[src/include/adc_cfg_regs.svh]
// register offsets, field positions, reset values and sizes of the config bank
`ifndef ADC_CFG_REGS_SVH
`define ADC_CFG_REGS_SVH

// ----------------------------------------------------------------
// register offsets
// ----------------------------------------------------------------
`define ADDR_PORT_CFG      13'h0000
`define ADDR_IDENTITY      13'h0001
`define ADDR_SPEED_GRADE   13'h0002
`define ADDR_COMMIT        13'h00ff
`define ADDR_SHADOW_FIRST  13'h0008
`define ADDR_SHADOW_LAST   13'h0018
`define SHADOW_COUNT       17

// ----------------------------------------------------------------
// fields and reset values
// ----------------------------------------------------------------
`define PORT_CFG_RESET     8'h18
`define PORT_LSB_HI        6
`define PORT_LSB_LO        1
`define PORT_SRST_HI       5
`define PORT_SRST_LO       2
`define GRADE_LSB          4
`define COMMIT_BIT         0
`define COMMIT_RESET       8'h00
`define SHADOW_RESET       8'h00

// ----------------------------------------------------------------
// serial framing
// ----------------------------------------------------------------
`define INSTR_BITS         5'h10
`define LEN_STREAM         2'h3

`endif

[src/include/adc_cfg_pkg.sv]
// types shared by the serial configuration register bank
`include "adc_cfg_regs.svh"
package adc_cfg_pkg;

	typedef logic [`SHADOW_COUNT-1:0][7:0] shadow_t;

	typedef enum logic [1:0]
	{
		PH_IDLE,
		PH_INSTR,
		PH_DATA,
		PH_DONE
	} phase_t;

	// three-stage synchroniser with its filtered level
	typedef struct packed {
		logic [2:0] chain;
		logic       level;
	} sync_t;

	typedef struct packed {
		sync_t       csb;
		sync_t       sclk;
		sync_t       sdio;
		phase_t      phase;
		logic [15:0] sh;
		logic [4:0]  cnt;
		logic        rd;
		logic [1:0]  left;
		logic        stream;
		logic [12:0] addr;
		logic        frame_lsb;
		logic [7:0]  tx;
		logic        sdio_out;
		logic        sdio_oe_n;
		logic        lsb_first;
		logic        soft_rst;
		logic        commit;
		shadow_t     shadow;
		shadow_t     live;
	} state_t;

endpackage

[src/core/adc_cfg_bank.sv]
// serial-port configuration bank: port config, identity, grade, shadow commit
//
// How it works
// - unmapped addresses and bits do nothing
// - port config mirrored nibbles, resets to 0x18
// - address 0x01 returns fixed identity, read only
// - transfer bit copies shadows to live one cycle after its byte
// - 0x08..0x18 stay shadowed until transfer, autoclear
// - shift msb first after reset
`timescale 1ns/1ps
`include "adc_cfg_regs.svh"

module adc_cfg_bank
	import adc_cfg_pkg::*;
#(
	parameter logic [7:0] IDENTITY_P    = 8'h5a, // arbitrary value
	parameter logic [7:0] SPEED_GRADE_P = 8'h00
)
(
	// clock, reset, enable
	input  wire logic    i_mclk,
	input  wire logic    i_rst_n,
	input  wire logic    i_ce,
	// serial port pins
	input  wire logic    i_csb_n,
	input  wire logic    i_sclk,
	input  wire logic    i_sdio,
	output logic         o_sdio,
	output logic         o_sdio_oe_n,
	// committed configuration
	output shadow_t      o_live,
	output logic         o_lsb_first
);

	// ----------------------------------------------------------------
	// elaboration check
	// ----------------------------------------------------------------
	if (SPEED_GRADE_P > 8'h07)
	begin : g_bad_grade
		$error("speed grade code must fit in three bits");
	end

	state_t s_q;
	state_t s_d;

	// ----------------------------------------------------------------
	// helpers
	// ----------------------------------------------------------------
	function automatic sync_t sync_step(input sync_t s, input logic pin);
		sync_t r;
		r = s;
		r.chain = {s.chain[1:0], pin};
		// the first stage feeds only the second
		if (s.chain[1] == s.chain[2])
		begin
			r.level = s.chain[2];
		end
		return r;
	endfunction

	function automatic logic in_shadow(input logic [12:0] a);
		return (a >= `ADDR_SHADOW_FIRST) && (a <= `ADDR_SHADOW_LAST);
	endfunction

	function automatic logic [7:0] reg_read(input state_t s, input logic [12:0] a);
		logic [7:0] v;
		v = 8'h00;
		if (a == `ADDR_PORT_CFG)
		begin
			v = `PORT_CFG_RESET;
			v[`PORT_LSB_HI] = s.lsb_first;
			v[`PORT_LSB_LO] = s.lsb_first;
			v[`PORT_SRST_HI] = s.soft_rst;
			v[`PORT_SRST_LO] = s.soft_rst;
		end
		else if (a == `ADDR_IDENTITY)
		begin
			v = IDENTITY_P;
		end
		else if (a == `ADDR_SPEED_GRADE)
		begin
			v = 8'((SPEED_GRADE_P & 8'h07) << `GRADE_LSB);
		end
		else if (a == `ADDR_COMMIT)
		begin
			v = 8'({7'h00, s.commit});
		end
		else if (in_shadow(a))
		begin
			v = s.shadow[5'(a - `ADDR_SHADOW_FIRST)];
		end
		return v;
	endfunction

	// ----------------------------------------------------------------
	// next state
	// ----------------------------------------------------------------
	logic       rise;
	logic       fall;
	logic [7:0] wbyte;

	always_comb
	begin
		s_d = s_q;
		rise = 1'b0;
		fall = 1'b0;
		wbyte = 8'h00;
		s_d.csb = sync_step(s_q.csb, i_csb_n);
		s_d.sclk = sync_step(s_q.sclk, i_sclk);
		s_d.sdio = sync_step(s_q.sdio, i_sdio);
		rise = s_d.sclk.level && !s_q.sclk.level;
		fall = !s_d.sclk.level && s_q.sclk.level;

		// commit and soft reset act one cycle after the byte that asks for them
		if (s_q.commit)
		begin
			s_d.live = s_q.shadow;
			s_d.commit = 1'b0;
		end
		if (s_q.soft_rst)
		begin
			s_d.soft_rst = 1'b0;
			s_d.lsb_first = 1'b0;
			s_d.shadow = '0;
			s_d.live = '0;
			s_d.commit = 1'b0;
		end

		if (s_q.csb.level)
		begin
			// frame ends on the chip-select; stop driving at once
			s_d.phase = PH_IDLE;
			s_d.sdio_oe_n = 1'b1;
			s_d.sdio_out = 1'b0;
		end
		else
		begin
			if (s_q.phase == PH_IDLE)
			begin
				s_d.phase = PH_INSTR;
				s_d.cnt = 5'h00;
				s_d.frame_lsb = s_q.lsb_first;
			end
			unique case (s_q.phase)
				PH_IDLE:
				begin
				end
				PH_INSTR:
				begin
					if (rise)
					begin
						s_d.sh = s_q.frame_lsb ? {s_d.sdio.level, s_q.sh[15:1]}
							: {s_q.sh[14:0], s_d.sdio.level};
						s_d.cnt = 5'(s_q.cnt + 5'h01);
						if (s_d.cnt == `INSTR_BITS)
						begin
							s_d.phase = PH_DATA;
							s_d.cnt = 5'h00;
							s_d.rd = s_d.sh[15];
							s_d.stream = s_d.sh[14:13] == `LEN_STREAM;
							s_d.left = s_d.sh[14:13];
							s_d.addr = s_d.sh[12:0];
							s_d.tx = reg_read(s_q, s_d.sh[12:0]);
						end
					end
				end
				PH_DATA:
				begin
					if (fall && s_q.rd)
					begin
						s_d.sdio_oe_n = 1'b0;
						s_d.sdio_out = s_q.frame_lsb ? s_q.tx[s_q.cnt[2:0]]
							: s_q.tx[~s_q.cnt[2:0]];
					end
					if (rise)
					begin
						s_d.sh = s_q.frame_lsb ? {s_d.sdio.level, s_q.sh[15:1]}
							: {s_q.sh[14:0], s_d.sdio.level};
						s_d.cnt = 5'(s_q.cnt + 5'h01);
						if (s_d.cnt == 5'h08)
						begin
							s_d.cnt = 5'h00;
							wbyte = s_q.frame_lsb ? s_d.sh[15:8] : s_d.sh[7:0];
							if (!s_q.rd)
							begin
								// read-only and unmapped locations take no write
								if (s_q.addr == `ADDR_PORT_CFG)
								begin
									s_d.lsb_first = wbyte[`PORT_LSB_HI] | wbyte[`PORT_LSB_LO];
									s_d.soft_rst = wbyte[`PORT_SRST_HI] | wbyte[`PORT_SRST_LO];
								end
								else if (s_q.addr == `ADDR_COMMIT)
								begin
									// a new request wins over the autoclear
									s_d.commit = wbyte[`COMMIT_BIT];
								end
								else if (in_shadow(s_q.addr))
								begin
									s_d.shadow[5'(s_q.addr - `ADDR_SHADOW_FIRST)] = wbyte;
								end
							end
							// msb-first frames walk down, lsb-first frames walk up
							s_d.addr = s_q.frame_lsb ? 13'(s_q.addr + 13'h0001)
								: 13'(s_q.addr - 13'h0001);
							s_d.tx = reg_read(s_d, s_d.addr);
							if (!s_q.stream)
							begin
								s_d.left = 2'(s_q.left - 2'h1);
								if (s_q.left == 2'h0)
								begin
									s_d.phase = PH_DONE;
								end
							end
						end
					end
				end
				PH_DONE:
				begin
					// extra clocks after the last byte are ignored
					if (fall)
					begin
						s_d.sdio_oe_n = 1'b1;
						s_d.sdio_out = 1'b0;
					end
				end
			endcase
		end
	end

	// ----------------------------------------------------------------
	// state register
	// ----------------------------------------------------------------
	always_ff @(posedge i_mclk)
	begin
		if (!i_rst_n)
		begin
			s_q <= '0;
			s_q.csb <= '{chain: 3'h7, level: 1'b1};
			s_q.sdio_oe_n <= 1'b1;
		end
		else if (i_ce)
		begin
			s_q <= s_d;
		end
	end

	assign o_sdio = s_q.sdio_out;
	assign o_sdio_oe_n = s_q.sdio_oe_n;
	assign o_live = s_q.live;
	assign o_lsb_first = s_q.lsb_first;

endmodule // adc_cfg_bank

[config.mk]
export PLATFORM = sky130hd
export DESIGN_NAME = adc_cfg_bank
export DESIGN_NICKNAME = d
export VERILOG_FILES = /design/src/include/adc_cfg_pkg.sv /design/src/core/adc_cfg_bank.sv
export VERILOG_INCLUDE_DIRS = /design/src /design/src/include
export SDC_FILE = /design/constraint.sdc
export NUM_CORES = 1
export LEC_CHECK = 0
export ABC_CLOCK_PERIOD_IN_PS = 3850
export BUFFER_PORTS_ARGS = -buffer_cell sky130_fd_sc_hd__buf_2
export CORE_AREA = 4 4 212 214
export CTS_BUF_LIST = sky130_fd_sc_hd__clkbuf_8
export DETAILED_ROUTE_END_ITERATION = 6
export DIE_AREA = 0 0 216 218
export REMOVE_ABC_BUFFERS = 1
export SETUP_SLACK_MARGIN = 0.02
export SLEW_MARGIN = 20
export SYNTH_ARGS = -nofsm -noshare
export SYNTH_HDL_FRONTEND = slang
export SYNTH_SLANG_ARGS = --single-unit
[constraint.sdc]
create_clock -name i_mclk -period 3.85 [get_ports i_mclk]
set_input_delay 0.1925 -clock i_mclk [delete_from_list [all_inputs] [get_ports i_mclk]]
set_output_delay 0.1925 -clock i_mclk [all_outputs]
set_load 0.05 [all_outputs]
==> impl_metrics.json, run 1 <==
{
  "detail_route.vias_per_cell": 6.21,
  "n_antenna_cell": 0,
  "netlist_instances": 2554,
  "path_cells": "inv_1 -> buf_4 -> ha_1 -> and2_1 -> a221oi_2 -> a2111oi_2 -> or3_1 -> a221oi_1 -> nand4b_1 -> nor2_1 -> nand3_1 -> o21ai_0",
  "crit_path_start_kind": "flip-flop",
  "hold_depth": 6,
  "dieArea_mm2": 0.0471,
  "ios": 145,
  "gp_congestion": 1.09,
  "slowest_delay_ns": 0.42,
  "reg2regPathDepth": 12,
  "irDropWorstVdd_mv": 0.326,
  "initial_utilization_pct": 46.9,
  "synth-edff-count": 0,
  "finalSetupViolCount": 0,
  "worstHoldEndpoint": "s_q[305]$_SDFFE_PN0P_",
  "drtIter0Drc": 2288,
  "post-route-cell-area_mm2": 0.0223,
  "drc": 0,
  "dpl_cell_area_mm2": 0.0210,
  "crit_fanout": 9,
  "maxCapViolCount": 0,
  "htreeDepth": 2,
  "clkTransAtPathRegs_ns": 0.07,
  "ys_warn_count": 0,
  "postCtsSetupRepairBufs": 0,
  "grt_pass1_wl_mm": 127,
  "p_per_area_mw_per_mm2": 324,
  "hp-class": "in -> reg",
  "drive_gt1_share_pct": 16.6,
  "arrival_ns": 4.16,
  "gr-total-overflow": 0,
  "synth_top_area_cell": "dfxtp_1",
  "row_count": 76,
  "vias": 19900,
  "critical_path_class": "reg -> reg",
  "skew_ns": 0.0289,
  "track_usage_pct": 35.3,
  "hold_start": "i_ce",
  "required_ns": 4.44,
  "endpoint_kind": "flip-flop",
  "fmax_ghz": 0.280,
  "grt_pass1_vias": 19000,
  "synthArstFlopShare_pct": 0,
  "die_x_um": 216,
  "netlist_area_mm2": 0.0201,
  "drv_slew": 0,
  "dr.pass1.iters": 6,
  "finish.utilization_pct": 52.1,
  "rrSetupSlack_ns": 0.28,
  "cts_tree": "done",
  "place_hpwl_mm": 63.9,
  "synthFlopType": "dfxtp_1",
  "grt_max_degree": 161,
  "layout.nets": 2611,
  "wl_mm": 85.8,
  "cts.path.max_buffers": 3,
  "yosys-top-cells-area": "dfxtp_1 34%, nor2b_1 8.5%, nand2_1 5.8%",
  "outcome": "finished, final reports clean",
  "slew_headroom_pct": 22.4,
  "ys_seq_area_share_pct": 33.6,
  "synthToLayoutAreaGrowth_pct": 11.1,
  "yosysUniqueCellTypes": 84,
  "p_leak_nw": 8.66,
  "synth-seq-cells": 338,
  "fin_crit_sh_pct": 92.8,
  "avgRoutedWirePerCell_um": 26.7,
  "port-buffer-count": 144,
  "clkLatencyLatePin_ns": 0.67,
  "worstMarginPinSlew_ns": 1.15,
  "timing.rr.end": "s_q[284]$_SDFFE_PN0P_",
  "hold_viol": 0,
  "synth_top_cell_area_share_pct": 33.6,
  "ant_nets": 0,
  "cts-root-buf": "clkbuf_8",
  "fp.coreArea_mm2": 0.0429,
  "antenna_found_initial": 3,
  "cts_made_buffers": 58,
  "cts.sink_count": 338,
  "syn_area_per_cell_um2": 7.88,
  "cpMaxStageDelayCell": "nand4b_1",
  "rsz0062_at_grt": "no",
  "die_y_um": 218,
  "final.min_clock_period_ns": 3.57,
  "reg2reg_from": "s_q[285]$_SDFFE_PN0P_"
}
power by group:
part,internal [mW],switching [mW]
Clock,2.04,1.56
Sequential,3.50,0.00356
Combinational,0.0560,0.0697
Total,5.60,1.63
worst max-delay path: cells and delay by family, from the launching register on:
kind,cells,cell delay (ns)
simple gates,5,1.45
compound gates,4,1.10
flops,1,0.36
fa+ha+maj,1,0.31
buf+inv,2,0.28
stage by stage:
step	setup TNS, ns	worst slack, ns	hold WS [ns]	total power, mW	instances
finish	0	0.278	0.156	7.23	3210
global route	0	0.0248	0.159	7.46	3210
CTS	0	0.232	0.102	7.29	3210
detailed placement	0	0.242	0.413	3.70	3100
global placement	0	0.254	0.408	3.70	3100
floorplan	-431.29	-3.45	0.254	3.63	2223
synth_stat cells, types with 7 or more instances:
cell	count
dfxtp_1	338
nand2_1	313
nor2b_1	273
clkbuf_1	158
a21oi_1	153
a22oi_1	141
buf_4	137
o21ai_0	136
nor2_1	111
and3_1	98
nand3_1	64
mux2i_1	56
a21boi_0	53
and2_1	46
nor3_1	38
inv_1	31
a31oi_1	27
ha_1	25
nand4_1	23
buf_2	22
o211ai_1	20
a221oi_1	17
o21ai_1	17
o22ai_1	17
mux4_2	15
buf_1	14
nor3b_1	14
mux2_2	12
nand2b_1	12
a211oi_1	10
a311oi_1	9
nor4_1	9
a21o_1	8
o31ai_1	8
or3_1	8
a32oi_1	7
o211a_1	7
cell families (layout without fill, tap and decap cells):
kind of cell	Yosys count	count (layout)	synth area share, %
and+or+nand+nor	1043	1043	27.1
AOI/OAI and AO/OA	689	689	22.5
buffers and inverters	363	434	9.47
DFF	338	338	33.6
muxes	83	83	5.14
adders and majority gates	27	27	1.71
xor gates and xnor gates	11	11	0.479
area by class of cell:
class | count | area, um^2
Multi-Input combinational cell | 1853 | 11500
Clock buffer | 77 | 1060
Fill cell | 4233 | 20500
Inverter | 32 | 120
Timing Repair Buffer | 296 | 1940
Clock inverter | 29 | 228
Tap cell | 585 | 732
Sequential cell | 338 | 6770
how the worst max path moves through the flow:
stage | from | endpoint | slack (ns)
final | s_q[285]$_SDFFE_PN0P_ | s_q[284]$_SDFFE_PN0P_ | 0.28
after global routing | s_q[285]$_SDFFE_PN0P_ | s_q[284]$_SDFFE_PN0P_ | 0.02
after CTS | s_q[285]$_SDFFE_PN0P_ | s_q[283]$_SDFFE_PN0P_ | 0.23
after detailed placement | s_d[329]$_SDFFE_PN0P_ | s_q[283]$_SDFFE_PN0P_ | 0.24
after global placement | s_d[329]$_SDFFE_PN0P_ | s_q[283]$_SDFFE_PN0P_ | 0.25
after floorplan | s_q[273]$_SDFFE_PN0P_ | o_live[103]$_SDFFE_PN0P_ | -3.45
layout by cell type (no fill, tap or decap), types with 56 or more instances in the layout:
| cell type | instances |
|---|---|
| buf_2 | 143 |
| a21oi_1 | 153 |
| and3_1 | 98 |
| dfxtp_1 | 335 |
| nand3_1 | 64 |
| nor2b_1 | 273 |
| o21ai_0 | 136 |
| buf_4 | 143 |
| clkbuf_8 | 78 |
| nor2_1 | 110 |
| nand2_1 | 313 |
| a22oi_1 | 141 |
| mux2i_1 | 56 |
state kept, by name (all words and copies together) (netlist names):
signal       cells
o_sdio_oe_n      1
s_q            193
o_lsb_first      1
o_sdio           1
o_live         136
s_d              6
routing by layer:
layer | global-route usage (%) | share of wire [%] | vias up
met2 | 52.8 | 42 | 1067
met3 | 7.51 | 9.7 | 230
met5 | 1.56 | 0.19 | -
li1 | - | - | 9000
met1 | 48.7 | 43 | 9629
met4 | 16.2 | 5.0 | 10
timing repair:
action | 4_1_cts | 5_1_grt
resized for setup | 0 | 3
hold buffers | 4 | 0
endpoints found under the hold margin | 53 | 0
endpoints found under the setup margin | 0 | 5
(Power assumes the default switching activity.)
==> inputs of run 2 (changes only) <==
--- a/config.mk
+++ b/config.mk
@@ -8,10 +8,11 @@
 export LEC_CHECK = 0
 export ABC_CLOCK_PERIOD_IN_PS = 3850
 export BUFFER_PORTS_ARGS = -buffer_cell sky130_fd_sc_hd__buf_2
-export CORE_AREA = 4 4 212 214
-export CTS_BUF_LIST = sky130_fd_sc_hd__clkbuf_8
+export CAP_MARGIN = 15
+export CORE_AREA = 4 4 237 193
+export CTS_BUF_LIST = sky130_fd_sc_hd__clkbuf_4 sky130_fd_sc_hd__clkbuf_8
 export DETAILED_ROUTE_END_ITERATION = 6
-export DIE_AREA = 0 0 216 218
+export DIE_AREA = 0 0 241 197
 export REMOVE_ABC_BUFFERS = 1
 export SETUP_SLACK_MARGIN = 0.02
 export SLEW_MARGIN = 20
==> run 2 against run 1 <==
Sequential share of layout area rose by 0.43 points; global-route usage shrank 0.76 points; first-iteration DRC count grew 9.7%; critical endpoint is now s_q[278]$_SDFFE_PN0P_; largest cell class unchanged.
==> impl_metrics.json, run 2 (synthesis results as in run 1) <==
{
  "cpMaxStageDelayCell": "fa_1",
  "detail_route.vias_per_cell": 6.34,
  "antenna_found_initial": 2,
  "fin_setup_tns_ns": 0,
  "skew_ns": 0.0467,
  "largest_reg_flops": 193,
  "drive_gt1_share_pct": 16.1,
  "layout_common_cells": "335 x dfxtp_1, 313 x nand2_1, 273 x nor2b_1",
  "die_y_um": 197,
  "crit_path_start_kind": "flip-flop",
  "layout_commonest_cell": "dfxtp_1",
  "ant_nets": 0,
  "hold_viol": 0,
  "avgRoutedWirePerCell_um": 26.9,
  "fillers": 4278,
  "crit_fanout": 25,
  "drv_slew": 0,
  "p_per_area_mw_per_mm2": 325,
  "fp.coreArea_mm2": 0.0431,
  "reg2regPathDepth": 14,
  "rsz0062_at_grt": "no",
  "irDropWorstVdd_mv": 0.302,
  "arrival_ns": 4.12,
  "fmax_ghz": 0.284,
  "fin_crit_sh_pct": 91.5,
  "hp-class": "in -> reg",
  "power_mw": 7.15,
  "cts_tree": "done",
  "timing.rr.end": "s_q[278]$_SDFFE_PN0P_",
  "place_hpwl_mm": 62.4,
  "die_x_um": 241,
  "worstMarginPinSlew_ns": 1.08,
  "grt_max_degree": 204,
  "port-buffer-count": 144,
  "rrSetupSlack_ns": 0.33,
  "hold_start": "i_ce",
  "cts-root-buf": "clkbuf_8",
  "finish.utilization_pct": 51.2,
  "synthToLayoutAreaGrowth_pct": 9.54,
  "p_leak_nw": 8.43,
  "cp_common_cell": "a21oi_1",
  "ios": 145,
  "htreeDepth": 2,
  "initial_utilization_pct": 46.7,
  "multiInputGateArea_mm2": 0.0115,
  "cts.sink_count": 338,
  "track_usage_pct": 34.5,
  "seqCellArea_mm2": 0.00677,
  "cts_made_buffers": 54,
  "path_cells": "buf_4 -> fa_1 -> nand2b_1 -> a21oi_1 -> xor2_1 -> inv_1 -> ha_1 -> a21oi_1 -> a41o_1 -> and2_1 -> o211ai_1 -> nor3_1 -> o21ai_0 -> a21oi_1",
  "clkLatencyLatePin_ns": 0.68,
  "drtIter0Drc": 2509,
  "dr.pass1.iters": 6,
  "hold_depth": 6,
  "outcome": "finished, final reports clean",
  "endpoint_kind": "flip-flop",
  "slowest_delay_ns": 0.61,
  "clkTransAtPathRegs_ns": 0.07,
  "finalSetupViolCount": 0,
  "drc": 0,
  "worstHoldEndpoint": "s_q[305]$_SDFFE_PN0P_",
  "grt_pass1_vias": 18100,
  "critical_path_class": "reg -> reg",
  "reg2reg_from": "s_q[285]$_SDFFE_PN0P_",
  "largest_register": "s_q",
  "layout.nets": 2575,
  "n_antenna_cell": 0,
  "gr-total-overflow": 0,
  "row_count": 68,
  "vias": 19900,
  "gp_congestion": 1.08,
  "required_ns": 4.45,
  "final.min_clock_period_ns": 3.52,
  "grt_pass1_wl_mm": 124,
  "cts.path.max_buffers": 3,
  "maxCapViolCount": 0,
  "slew_headroom_pct": 27.1,
  "dieArea_mm2": 0.0475,
  "wl_mm": 84.6
}
[run 2: layout make-up]
cell class                 instances  share of cell area [%]
clock buffer                      82                    4.81
clock inverter                    13                   0.721
sequential                       338                    30.7
tap                              560                    3.18
inverter                          32                   0.545
multi-input combinational       1853                    52.1
timing repair buffer             264                    7.89
[run 2: what timing repair did]
action,CTS,global route
gates resized for setup,0,1
hold buffers,3,0
endpoints found under the setup margin,0,4
buffers inserted,0,0
hold endpoints to repair,3,0
[run 2: critical path: cells and delay by family (launching register included)]
family	cells	cell delay, ns
compound gates	6	0.88
xor+xnor	1	0.38
simple gates	3	0.70
fa+ha+maj	2	0.81
flops	1	0.32
buf+inv	2	0.38
[run 2: worst max-delay path by stage]
stage / from / end / slack [ns] / cells after the start
3_5_place_dp: s_q[285]$_SDFFE_PN0P_ / s_q[282]$_SDFFE_PN0P_ / 0.36 / 10
4_1_cts: s_q[285]$_SDFFE_PN0P_ / s_q[279]$_SDFFE_PN0P_ / 0.34 / 10
3_3_place_gp: s_q[285]$_SDFFE_PN0P_ / s_q[284]$_SDFFE_PN0P_ / 0.44 / 14
2_1_floorplan: s_q[273]$_SDFFE_PN0P_ / o_live[103]$_SDFFE_PN0P_ / -3.45 / 3
5_1_grt: s_q[285]$_SDFFE_PN0P_ / s_q[278]$_SDFFE_PN0P_ / 0.04 / 14
6_report: s_q[285]$_SDFFE_PN0P_ / s_q[278]$_SDFFE_PN0P_ / 0.33 / 14
[run 2: layer usage]
metal / track usage (%) / wire length [um] / up-vias
met3: 7.26 / 8720 / 150
met2: 49.5 / 34800 / 1149
li1: - / - / 8948
met4: 9.05 / 2330 / 4
met1: 52.5 / 38700 / 9672
met5: 0 / 32 / -
[run 2: per-stage QoR]
step / hold WS [ns] / area (um^2) / cells / worst slack, ns
floorplan: 0.254 / 18300 / 2223 / -3.45
global placement: 0.408 / 20800 / 3044 / 0.445
detailed placement: 0.417 / 20800 / 3044 / 0.358
CTS: 0.120 / 22000 / 3142 / 0.343
global route: 0.175 / 22000 / 3142 / 0.0401
finish: 0.162 / 22000 / 3142 / 0.326
[run 2: report_power, final]
group,total [mW],switching (mW),internal (mW)
Combinational,0.123,0.0680,0.0547
Clock,3.53,1.56,1.96
Sequential,3.50,0.00359,3.50
